--- config.mk ---
export PLATFORM = sky130hd
export DESIGN_NAME = qbtp_transceiver
export DESIGN_NICKNAME = d
export VERILOG_FILES = /design/src/verilog/qbtp_pkg.sv /design/src/verilog/qbtp_transceiver.sv
export VERILOG_INCLUDE_DIRS = /design/src /design/src/verilog
export SDC_FILE = /design/constraint.sdc
export NUM_CORES = 1
export LEC_CHECK = 0
export ABC_AREA = 1
export BUFFER_PORTS_ARGS = -buffer_cell sky130_fd_sc_hd__buf_2
export CELL_PAD_IN_SITES_DETAIL_PLACEMENT = 1
export CELL_PAD_IN_SITES_GLOBAL_PLACEMENT = 1
export CORE_ASPECT_RATIO = 1.75
export CORE_MARGIN = 8
export CORE_UTILIZATION = 29
export CTS_BUF_LIST = sky130_fd_sc_hd__clkbuf_8
export DETAILED_ROUTE_END_ITERATION = 12
export PLACE_DENSITY_LB_ADDON = 0.1
export SYNTH_ARGS = -nofsm -noshare
export SYNTH_HDL_FRONTEND = slang
export SYNTH_SLANG_ARGS = --single-unit
--- constraint.sdc ---
create_clock -name i_clk -period 1.4 [get_ports i_clk]
set_clock_uncertainty 0.1 [all_clocks]
set_input_delay 0.14 -clock i_clk [delete_from_list [all_inputs] [get_ports i_clk]]
set_output_delay 0.14 -clock i_clk [all_outputs]
set_load 0.005 [all_outputs]
--- src/verilog/qbtp_map.svh ---
// Constants for the quad bus transceiver with parity.
`ifndef QBTP_MAP_SVH
`define QBTP_MAP_SVH
// Register offsets, byte addresses of aligned words.
`define QBTP_STATUS_OFS 8'h00
`define QBTP_CLEAR_OFS 8'h04
`define QBTP_ENABLE_OFS 8'h08
`define QBTP_STATE_OFS 8'h0C
// Event bit positions in status, clear and enable, and the event count.
`define QBTP_EV_LOAD 0
`define QBTP_EV_CLOSE 1
`define QBTP_EV_PAR 2
`define QBTP_EV_W 3
// Field positions in the state register.
`define QBTP_ST_DRV 0
`define QBTP_ST_LAT 4
`define QBTP_ST_PAR 8
`define QBTP_ST_MODE 9
// Reset values.
`define QBTP_ENABLE_RST 3'h0
`define QBTP_STATUS_RST 3'h0
`endif

--- src/verilog/qbtp_pkg.sv ---
// Types shared by the quad bus transceiver with parity.
package qbtp_pkg;
	// One group of open-collector bus pins.
	typedef struct packed {
		logic [3:0] out;
		logic [3:0] oe;
	} qbtp_bus_t;
	// One group of three-state receiver pins.
	typedef struct packed {
		logic [3:0] data;
		logic [3:0] oe;
	} qbtp_recv_t;
	// Register port request from software.
	typedef struct packed {
		logic [7:0] addr;
		logic [31:0] wdata;
		logic wr;
		logic rd;
	} qbtp_req_t;
endpackage : qbtp_pkg

--- src/verilog/qbtp_transceiver.sv ---
// Quad bus transceiver with driver register, receiver latches and parity.
//
// The register offsets and the plain strobed port were decided locally.
`timescale 1ns/1ps
`default_nettype none
`include "qbtp_map.svh"
module qbtp_transceiver
	import qbtp_pkg::*;
#(
	parameter int WIDTH = 4
)
(
	input wire logic i_clk,
	input wire logic i_sys_rst,
	input wire logic [3:0] i_first_word_in,
	input wire logic [3:0] i_second_word_in,
	input wire logic i_input_pick,
	input wire logic i_driver_clock,
	input wire logic i_bus_drive_disable_n,
	input wire logic i_receiver_hold,
	input wire logic i_receiver_output_off_n,
	input wire logic [3:0] i_bus_in,
	input wire qbtp_req_t i_req,
	output var qbtp_bus_t o_bus,
	output var qbtp_recv_t o_recv,
	output logic o_parity,
	output logic [31:0] o_rdata,
	output logic o_irq
);

	// The slice is four bits wide; other widths are refused.
	if (WIDTH != 4)
	begin : g_width_check
		$error("qbtp_transceiver serves only WIDTH 4.");
	end

	// Returns high when the four bits hold an even count of ones.
	function automatic logic odd_parity(input logic [3:0] bits);
		odd_parity = ~^bits;
	endfunction : odd_parity

	// Driver register contents; never reset.
	logic [3:0] drv_reg;
	logic [3:0] next_drv_reg;
	// Previous driver clock sample, for edge detection.
	logic drv_clk_q;
	logic next_drv_clk_q;
	// Receiver latch contents; never reset.
	logic [3:0] lat_reg;
	logic [3:0] next_lat_reg;
	// Previous receiver hold sample.
	logic hold_q;
	logic next_hold_q;
	// Word chosen by the input multiplexers.
	logic [3:0] picked;
	// One-cycle pulse on a driver clock rise.
	logic drv_rise;

	// The driver clock is sampled as a plain input, so a load
	// lands one system clock after the rise is seen. The
	// driver clock must stay in each level for at least one
	// system clock or an edge is missed.
	always_comb
	begin
		// Shared select steers all four multiplexers.
		if (i_input_pick)
		begin
			picked = i_second_word_in;
		end
		else
		begin
			picked = i_first_word_in;
		end
		next_drv_clk_q = i_driver_clock;
		drv_rise = i_driver_clock & ~drv_clk_q;
		// One flop per bit, all on the same edge.
		if (drv_rise)
		begin
			next_drv_reg = picked;
		end
		else
		begin
			next_drv_reg = drv_reg;
		end
	end

	// Driver register has no reset; the edge detector does.
	always_ff @(posedge i_clk)
	begin
		drv_reg <= next_drv_reg;
		if (i_sys_rst)
		begin
			// Starting high keeps a high driver clock at reset
			// from being taken for a rising edge.
			drv_clk_q <= 1'b1;
		end
		else
		begin
			drv_clk_q <= next_drv_clk_q;
		end
	end

	// Receiver latch next value.
	always_comb
	begin
		next_hold_q = i_receiver_hold;
		if (i_receiver_hold)
		begin
			// Closed: keep the value, whatever the bus does.
			next_lat_reg = lat_reg;
		end
		else
		begin
			// Open: follow the inverted bus, own drive included.
			next_lat_reg = ~i_bus_in;
		end
	end

	// Latch contents carry no reset; the hold sample does.
	always_ff @(posedge i_clk)
	begin
		lat_reg <= next_lat_reg;
		if (i_sys_rst)
		begin
			hold_q <= 1'b0;
		end
		else
		begin
			hold_q <= next_hold_q;
		end
	end

	// Pin outputs, all registered.
	qbtp_bus_t next_bus;
	qbtp_recv_t next_recv;
	logic next_parity;

	// Pin values are computed from the next register contents
	// so that each pin changes on the same edge as its source.
	always_comb
	begin
		// Open collector: the pin only ever sinks.
		next_bus.out = 4'h0;
		// A stored one sinks its line while driving is on.
		if (i_bus_drive_disable_n)
		begin
			next_bus.oe = 4'h0;
		end
		else
		begin
			next_bus.oe = next_drv_reg;
		end
		next_recv.data = next_lat_reg;
		// Receiver outputs float while output off is high.
		next_recv.oe = {4{~i_receiver_output_off_n}};
		// Generate from the picked word, or check the latches.
		if (i_bus_drive_disable_n)
		begin
			next_parity = odd_parity(next_lat_reg);
		end
		else
		begin
			next_parity = odd_parity(picked);
		end
	end

	// Enables reset low so nothing is driven out of reset.
	always_ff @(posedge i_clk)
	begin
		if (i_sys_rst)
		begin
			o_bus <= '0;
			o_recv <= '0;
			o_parity <= 1'b0;
		end
		else
		begin
			o_bus <= next_bus;
			o_recv <= next_recv;
			o_parity <= next_parity;
		end
	end

	// Sticky event status and its enable mask.
	logic [2:0] status;
	logic [2:0] next_status;
	logic [2:0] enable;
	logic [2:0] next_enable;
	// Events raised this cycle.
	logic [2:0] events;
	// Previous check-mode parity flag, for edge detection.
	logic chk_q;
	logic next_chk_q;
	logic [31:0] next_rdata;
	logic next_irq;

	// Events, register writes, and the read mux.
	always_comb
	begin
		events = 3'h0;
		// A driver register load.
		events[`QBTP_EV_LOAD] = drv_rise;
		// The receiver latches just closed.
		events[`QBTP_EV_CLOSE] = i_receiver_hold & ~hold_q;
		// Parity output rose while checking received data.
		next_chk_q = i_bus_drive_disable_n & next_parity;
		events[`QBTP_EV_PAR] = next_chk_q & ~chk_q;
		next_enable = enable;
		next_status = status;
		if (i_req.wr && i_req.addr == `QBTP_CLEAR_OFS)
		begin
			// Write one to clear.
			next_status = status & ~i_req.wdata[2:0];
		end
		else if (i_req.wr && i_req.addr == `QBTP_ENABLE_OFS)
		begin
			next_enable = i_req.wdata[2:0];
		end
		// A new event wins over a clear in the same cycle.
		next_status = next_status | events;
		next_irq = |(next_status & next_enable);
		next_rdata = 32'h0000_0000;
		if (!i_req.rd)
		begin
			next_rdata = 32'h0000_0000;
		end
		else if (i_req.addr == `QBTP_STATUS_OFS)
		begin
			next_rdata[2:0] = status;
		end
		else if (i_req.addr == `QBTP_ENABLE_OFS)
		begin
			next_rdata[2:0] = enable;
		end
		else if (i_req.addr == `QBTP_STATE_OFS)
		begin
			// Live view of the driver, latch and parity state.
			next_rdata[`QBTP_ST_DRV +: 4] = drv_reg;
			next_rdata[`QBTP_ST_LAT +: 4] = lat_reg;
			next_rdata[`QBTP_ST_PAR] = o_parity;
			next_rdata[`QBTP_ST_MODE] = i_bus_drive_disable_n;
		end
		else
		begin
			// Clear and unmapped words read as zero.
			next_rdata = 32'h0000_0000;
		end
	end

	// Register file and interrupt flops.
	always_ff @(posedge i_clk)
	begin
		if (i_sys_rst)
		begin
			status <= `QBTP_STATUS_RST;
			enable <= `QBTP_ENABLE_RST;
			// A released bus latches as all zeros, whose parity is high,
			// so starting high keeps a false parity event out of reset.
			chk_q <= 1'b1;
			o_rdata <= 32'h0000_0000;
			o_irq <= 1'b0;
		end
		else
		begin
			status <= next_status;
			enable <= next_enable;
			chk_q <= next_chk_q;
			o_rdata <= next_rdata;
			o_irq <= next_irq;
		end
	end

endmodule : qbtp_transceiver
`default_nettype wire
==> flow_metrics.tcl, run 1 <==
set metrics [dict create \
    main_combinational_cell_family_by_area_after_synthesis "simple AND/OR/NAND/NOR gates" \
    fp.dieW_um 75.0 \
    reg.largest.list "o_rdata (10), o_recv (5)" \
    multiplexer_area_fraction_after_synthesis_pct 0 \
    cts_buffer_depth 2 \
    post_route_clock_period_utilization_pct 90.3 \
    p_leak_nw 1.25 \
    timing.critical_path.fanout_max 2 \
    floorplan.core_area_mm2 0.00588 \
    final_setup_vio_count 0 \
    fin_crit_ns 1.26 \
    synthesis.instances 240 \
    synth_compound_area_share_pct 7.01 \
    grt-ovfl-total 0 \
    wire_length_of_the_first_global_routing_pass_mm 7.88 \
    placementRows 37 \
    min-delay-start "i_sys_rst" \
    yosys_warnings 0 \
    drt_iter0_markers 54 \
    ir_worst_vdd_mv 0.546 \
    routed_via_density 4.09 \
    largest_register_ffs 10 \
    final_common_cell "nand2_1" \
    drt_drc_violations_left 0 \
    place_inst 375 \
    ioPinCount 111 \
    post_route_cells_drive_above_1_share_pct 30.3 \
    worstSetupStartpointType "flop" \
    max_freq_mhz 791 \
    syn-mean-instance-area_um2 7.37 \
    hold-worst-slack_ns 0.0396 \
    startpoint "lat_reg[0]" \
    hold_path.class "in -> reg" \
    clk_latency_ns 0.28 \
    hold_viol_final 0 \
    synth-adder-area-share_pct 0 \
    syn-cell-area_mm2 0.00177 \
    synth_sequential_area_ratio_pct 43.0 \
    clk_transition_reported_paths_ns 0.07 \
    firstDrtPassIters 4 \
    preCtsSetupSlack_ns -0.0480 \
    ant_nets 0 \
    clock_tree.htree_level_count 2 \
    instances_no_fill 388 \
    dr_total_vias 1585 \
    final_nets 371 \
    cts_buffers 5 \
    wirelength_mm 4.70 \
    first_global_vias 1796 \
    grt_usage_pct 11.3 \
    maxSlewViolCount 0 \
    die-height_um 119 \
    clock-sinks 38 \
    wire_per_inst_um 12.1 \
    synthesized_area_fraction_occupied_by_and_or_nand_nor_cells_pct 28.2 \
    cts_tree "built" \
    final_cell_mix "nand2_1 (60), buf_2 (53), dfxtp_1 (38)" \
    rsz0062_at_grt "false" \
    place.port_buffers 55 \
    criticalPathCategory "reg -> reg" \
    final_critical_path_setup_slack_ns 0.136 \
    synth_xor_xnor_area_share_pct 0.991 \
    post_synth_num_cell_types 20 \
    hpwl_mm 4.00 \
    insertedDiodeCount 0 \
    synthDominantCellAreaShare_pct 43.0 \
    reg2reg_from "lat_reg[0]" \
    replace_congestion 0.745 \
    maximum_number_of_pins_on_one_net_before_global_route_repair 12 \
    synth_area_leaders "dfxtp_1 (43%), nand2_1 (13%), buf_4 (12%), inv_1 (6.6%), nor2_1 (5.9%)" \
    initial_core_util_pct 30.1 \
    placedInstanceArea_mm2 0.00206 \
    endpoint_class_of_the_critical_path "flop" \
    top_register "o_rdata" \
    post-route-cell-area_mm2 0.00222 \
    area_growth_pct 25.5 \
    power_per_cell_area_mw_per_mm2 1000 \
    setup-tns-final_ns 0 \
    cap_violations 0 \
    die-area_mm2 0.00895 \
    worst_ep_arrival_time_ns 1.35 \
    outcome "complete, no violations" \
    required_ns 1.48 \
    number_of_antenna_violations_at_the_first_check_in_global_routing 0 \
    synth_top_cell_by_area "dfxtp_1" \
    cts_root_buf "clkbuf_8" \
    postSynthRegisterBits 38 \
]
cell families after synthesis:
logic type,Yosys count
flops,38
buf+inv,65
other cells,1
compound gates,21
xor+xnor,2
simple gates,113
synth_stat cells:
cell and number:
nand3b_1 1, nand2_2 8, nor2_1 28, o21ai_2 5
inv_4 1, buf_6 1, clkbuf_1 1, dfxtp_1 38
nor2_2 2, o21ai_0 5, nand3_2 3, nand2_1 62
conb_1 1, inv_2 2, nand3_1 8, buf_4 29
a21oi_1 11, nor4_4 1, xnor2_1 2, inv_1 31
per-stage QoR:
stage | util (%) | total power, W
3_5_place_dp | 35.1 | 0.00153
5_1_grt | 37.7 | 0.00237
2_1_floorplan | - | 0.00145
4_1_cts | 37.6 | 0.00227
3_3_place_gp | 35.1 | 0.00152
6_report | 37.7 | 0.00223
metal layers:
layer / wire, µm / global-route usage, % / share of wire, %
met5: 0 / 0 / 0
met4: 108 / 6.79 / 2.3
met3: 343 / 3.19 / 7.3
met2: 2550 / 20.4 / 54
met1: 1700 / 10.6 / 36
path summary, 6_finish.rpt:
check / end / slack [ns] / cells after the start
max: o_irq / 0.14 / 12
min reg2reg: o_rdata[3] / 0.33 / 2
max reg2reg: o_irq / 0.14 / 12
min: o_recv[0] / 0.04 / 2
critical path, cell delays in order, from the launching register on:
cell and delay, ns:
dfxtp_1 0.31, inv_1 0.08, nand2_1 0.05, nand2_1 0.10
nand2_2 0.05, nand2_2 0.08, inv_2 0.04, nand2_2 0.06
nand2_2 0.06, nand3_2 0.07, nand2_1 0.05, nand2_1 0.06
nand2_1 0.05
timing repair:
action,in CTS,in global routing
hold endpoints to repair,7,0
resized for setup,0,5
setup endpoints to repair,0,2
buffers inserted,0,1
hold buffers,7,0
power breakdown:
group / total, W / internal, W / switching (W)
clock network: 0.000706 / 0.000334 / 0.000371
registers: 0.00117 / 0.00115 / 0.0000283
logic: 0.000348 / 0.000147 / 0.000202
final cells by class:
type                            instances  area [µm²]
Clock buffer                            5        68.8
Tap cell                               78        97.6
Multi-Input combinational cell        162         743
Fill cell                             791        3660
Sequential cell                        38         761
Clock inverter                          2        10.0
Inverter                               34         130
Timing Repair Buffer                   69         408
No activity file was read; power rests on OpenSTA's default activity.
==> inputs of run 2 (changes only) <==
CELL_PAD_IN_SITES_DETAIL_PLACEMENT = unset   (was 1)
CELL_PAD_IN_SITES_GLOBAL_PLACEMENT = unset   (was 1)
CORE_UTILIZATION = 44   (was 29)
PLACE_DENSITY = 0.82   (was unset)
PLACE_DENSITY_LB_ADDON = unset   (was 0.1)
SETUP_SLACK_MARGIN = 0.02   (was unset)
==> flow_metrics.tcl, run 2 (same netlist as run 1, synthesis figures left out) <==
set metrics [dict create \
    outcome "complete, no violations" \
    area_growth_pct 20.6 \
    final_common_cell "nand2_1" \
    slack_of_the_worst_reg_to_reg_path_ns 0.14 \
    wire_per_inst_um 11.1 \
    timing.critical_path.fanout_max 2 \
    critical-path-top-cell-by-count "nand2_2" \
    largest_register_ffs 10 \
    ant_nets 0 \
    clk_latency_ns 0.28 \
    hold_path.class "in -> reg" \
    wirelength_mm 3.90 \
    slowest_delay_ns 0.58 \
    final_setup_vio_count 0 \
    clk_transition_reported_paths_ns 0.07 \
    min-delay-start "i_bus_drive_disable_n" \
    routed_via_density 4.43 \
    p_leak_nw 1.21 \
    area_used_by_multi_input_combinational_logic_um2 741 \
    final_cell_mix "nand2_1 (61), buf_2 (53), dfxtp_1 (38)" \
    layout.filler_cells 395 \
    top_register "o_rdata" \
    ir_worst_vdd_mv 0.688 \
    first_global_vias 1596 \
    grt_usage_pct 12.0 \
    crit_slowest_cell "dlygate4sd3_1" \
    required_ns 1.53 \
    power_per_cell_area_mw_per_mm2 1040 \
    placementRows 30 \
    drt_drc_violations_left 0 \
    die-area_mm2 0.00638 \
    endpoint_class_of_the_critical_path "flop" \
    maxSlewViolCount 0 \
    critPathCapture "o_irq" \
    hold_viol_final 0 \
    firstDrtPassIters 3 \
    crit_path_cell_trace "dlygate4sd3_1 > o21ai_2 > nand2_2 > nand2_2 > nand2_2 > nand2_2 > nand3_2 > nand2_1 > nand2_1 > nand2_1" \
    wire_length_of_the_first_global_routing_pass_mm 6.25 \
    die-height_um 99.9 \
    maximum_number_of_pins_on_one_net_before_global_route_repair 12 \
    clock-sinks 38 \
    post_route_clock_period_utilization_pct 92.2 \
    cap_violations 0 \
    rr_endpoint "o_irq" \
    initial_core_util_pct 45.7 \
    clock_tree.htree_level_count 2 \
    final_nets 365 \
    worstSetupStartpointType "primary input" \
    hpwl_mm 3.14 \
    startpoint "i_bus_in[1]" \
    cts_buffers 5 \
    number_of_antenna_violations_at_the_first_check_in_global_routing 0 \
    place.port_buffers 55 \
    floorplan.core_area_mm2 0.00387 \
    cts_tree "built" \
    setup-tns-final_ns 0 \
    grt-ovfl-total 0 \
    criticalPathCategory "in -> reg" \
    cts_root_buf "clkbuf_8" \
    drt_iter0_markers 39 \
    final_critical_path_setup_slack_ns 0.109 \
    fp.dieW_um 63.9 \
    replace_congestion 0.845 \
    post_route_cells_drive_above_1_share_pct 28.4 \
    preCtsSetupSlack_ns -0.0112 \
    rsz0062_at_grt "false" \
    reg2regPathDepth 12 \
    cts_buffer_depth 2 \
    max_freq_mhz 775 \
    fin_crit_ns 1.29 \
    worst_ep_arrival_time_ns 1.42 \
    dr_total_vias 1556 \
    regArea_um2 761 \
    ioPinCount 111 \
    insertedDiodeCount 0 \
    cell_depth_of_the_worst_hold_path 3 \
    fin_total_pwr_w 0.00222 \
    reg2reg_from "lat_reg[3]" \
    reg.largest.list "o_rdata (10), o_recv (5)" \
    post-cts-setup-buffers 0 \
]
==> run 2: changes by cell type in the layout (fill, tap and decap cells not counted) <==
cell	before	now
buf_4	9	4
clkbuf_8	5	6
clkinv_2	2	0
dlymetal6s4s_1	2	1
inv_1	30	31
inv_2	3	2
nand2_1	60	61
nand2_2	10	9
==> run 2: stage by stage <==
stage | std cells | util [%] | hold slack (ns) | instance area [µm²]
global placement | 341 | 51.6 | 0.196 | 1990
global route | 351 | 55.1 | 0.00441 | 2130
floorplan | 265 | - | 0.112 | 1860
CTS | 353 | 55.3 | 0.000443 | 2140
finish | 351 | 55.1 | 0.00205 | 2130
detailed placement | 341 | 51.6 | 0.198 | 1990
==> run 2: critical path, delay by kind of cell <==
kind | cells | cell delay, ns
AOI/OAI and AO/OA | 1 | 0.17
buffers and inverters | 1 | 0.58
and+or+nand+nor | 8 | 0.53
==> run 2: final cells by class <==
cell class,instances,share of cell area (%)
Multi-Input combinational cell,162,34.7
Clock buffer,6,3.87
Timing Repair Buffer,63,16.8
Inverter,34,6.10
Tap cell,48,2.82
Sequential cell,38,35.7
==> run 2: timing repair <==
item / CTS / global route
endpoints found under the hold margin: 6 / 0
resized for setup: 0 / 2
setup endpoints to repair: 0 / 2
hold buffers: 6 / 0
==> run 2: how the worst min path moves through the flow <==
stage,end,slack [ns]
after detailed placement,o_recv[0],0.20
after global routing,chk_q,0.004
after global placement,o_recv[0],0.20
after CTS,chk_q,0.0004
final,chk_q,0.002
after floorplan,o_recv[0],0.11
==> run 2: layer usage <==
metal	global-route usage, %	wire length [µm]	vias to the layer above
li1	-	-	790
met3	4.02	315	10
met1	10.5	1450	690
met4	7.77	107	0
met2	22.3	2020	66
met5	0	0	-
==> run 2: report_power, final <==
group	internal [W]	switching (W)	total, W
registers	0.00115	0.0000274	0.00117
clock network	0.000379	0.000339	0.000719
logic	0.000137	0.000193	0.000330
==> inputs of run 3 (changes only) <==
CORE_UTILIZATION = 47   (was 44)
PLACE_DENSITY = 0.87   (was 0.82)
clock period = 1.5 ns   (was 1.4 ns; I/O delays follow)
==> flow_metrics.tcl, run 3 (same netlist as run 1, synthesis figures left out) <==
set metrics [dict create \
    outcome "complete, no violations" \
    cts_buffer_depth 2 \
    switching_portion_of_total_power_pct 26.6 \
    hold_viol_final 0 \
    routed_via_density 4.40 \
    power.share.combinational_pct 14.8 \
    hold_path.class "in -> reg" \
    timing.critical_path.fanout_max 2 \
    ioPinCount 111 \
    wirelength_mm 3.89 \
    place_inst 335 \
    die-height_um 97.1 \
    replace_congestion 0.850 \
    area_used_by_multi_input_combinational_logic_um2 748 \
    placedInstanceArea_mm2 0.00196 \
    min-delay-start "i_bus_drive_disable_n" \
    initial_core_util_pct 48.7 \
    endpoint_class_of_the_critical_path "flop" \
    p_leak_nw 1.19 \
    final_cell_mix "nand2_1 (62), buf_2 (54), dfxtp_1 (38)" \
    ir_worst_vdd_mv 0.735 \
    regArea_um2 761 \
    post-route-cell-area_mm2 0.00211 \
    power_per_cell_area_mw_per_mm2 973 \
    required_ns 1.58 \
    post_route_clock_period_utilization_pct 93.3 \
    firstDrtPassIters 4 \
    final_common_cell "nand2_1" \
    fp.dieW_um 62.4 \
    cts_root_buf "clkbuf_8" \
    drt_iter0_markers 45 \
    clock_tree.htree_level_count 2 \
    startpoint "i_bus_in[3]" \
    drt_drc_violations_left 0 \
    cap_violations 0 \
    hpwl_mm 3.07 \
    insertedDiodeCount 0 \
    final_nets 362 \
    criticalPathCategory "in -> reg" \
    number_of_antenna_violations_at_the_first_check_in_global_routing 0 \
    rsz0062_at_grt "true" \
    place.port_buffers 55 \
    grt_usage_pct 13.0 \
    first_global_vias 1582 \
    rr_endpoint "o_irq" \
    worstSetupStartpointType "primary input" \
    placementRows 29 \
    cts_tree "built" \
    final_setup_vio_count 0 \
    max_freq_mhz 715 \
    floorplan.core_area_mm2 0.00363 \
    reg.largest.list "o_rdata (10), o_recv (5)" \
    instances_no_fill 347 \
    area_growth_pct 19.1 \
    switching_power_w 0.000546 \
    top_register "o_rdata" \
    post_route_cells_drive_above_1_share_pct 27.9 \
    clk_transition_reported_paths_ns 0.07 \
    worst_ep_arrival_time_ns 1.48 \
    critPathCapture "o_irq" \
    maxSlewViolCount 0 \
    maximum_number_of_pins_on_one_net_before_global_route_repair 14 \
    clock-sinks 38 \
    reg2regPathDepth 12 \
    ant_nets 0 \
    p_clk_share_pct 31.7 \
    layout.filler_cells 369 \
    wire_length_of_the_first_global_routing_pass_mm 6.54 \
    internal_power_w 0.00150 \
    reg2reg_from "lat_reg[0]" \
    grt-ovfl-total 0 \
    clk_latency_ns 0.29 \
    slack_of_the_worst_reg_to_reg_path_ns 0.24 \
    wire_per_inst_um 11.2 \
    dr_total_vias 1526 \
    cts_buffers 5 \
    die-area_mm2 0.00606 \
    largest_register_ffs 10 \
    fin_crit_ns 1.40 \
    layout.core_utilization_pct 58.0 \
    seq_power_share_pct 53.4 \
]
run 3: cell type report:
cell class	instances	area share, %
Clock inverter	2	0.475
Clock buffer	5	3.27
Inverter	34	6.18
Timing Repair Buffer	60	15.7
Sequential cell	38	36.1
Tap cell	46	2.73
Multi-Input combinational cell	162	35.5
run 3: worst min-delay path by stage:
stage	endpoint	slack, ns	cells past startpoint
after CTS	chk_q	0.006	3
after detailed placement	o_recv[0]	0.21	2
final	chk_q	0.007	3
after global placement	o_recv[0]	0.21	2
after floorplan	o_recv[0]	0.12	1
after global routing	chk_q	0.04	3
run 3: per-layer routing:
| metal | part of all wire (%) | global-route usage [%] | wire length, µm | vias to the layer above |
|---|---|---|---|---|
| li1 | - | - | - | 788 |
| met1 | 38 | 11.7 | 1490 | 674 |
| met2 | 52 | 24.4 | 2040 | 58 |
| met3 | 7.0 | 4.04 | 272 | 6 |
| met4 | 2.4 | 7.42 | 93 | 0 |
| met5 | 0 | 0 | 0 | - |
run 3: stage by stage:
step | hold slack [ns] | TNS [ns] | setup WS [ns] | power [W]
6_report | 0.00749 | 0 | 0.101 | 0.00205
5_1_grt | 0.0441 | -0.00198 | -0.00198 | 0.00215
4_1_cts | 0.00643 | 0 | 0.0310 | 0.00207
3_5_place_dp | 0.210 | 0 | 0.0656 | 0.00140
3_3_place_gp | 0.209 | 0 | 0.0840 | 0.00139
2_1_floorplan | 0.122 | 0 | 0.329 | 0.00135
run 3: what timing repair did:
action	in CTS	in global routing
endpoints found under the hold margin	6	0
gates resized for setup	0	2
hold buffers	6	0
setup endpoints to repair	0	9
buffers inserted	0	0
run 3: worst max-delay path, cell delays in order:
cell	delay (ns)
dlygate4sd3_1	0.53
buf_2	0.14
o21ai_2	0.13
nand2_1	0.08
nand2_2	0.09
inv_2	0.04
nand2_2	0.06
nand2_2	0.06
nand3_2	0.06
nand2_1	0.05
nand2_1	0.06
nand2_1	0.05
run 3: power groups by stage:
stage,Sequential [W],Clock [W],Combinational (W)
5_1_grt,0.00110,0.000704,0.000350
3_3_place_gp,0.00111,0,0.000278
3_5_place_dp,0.00112,0,0.000287
4_1_cts,0.00109,0.000671,0.000302
6_report,0.00109,0.000650,0.000304
2_1_floorplan,0.00112,0,0.000239
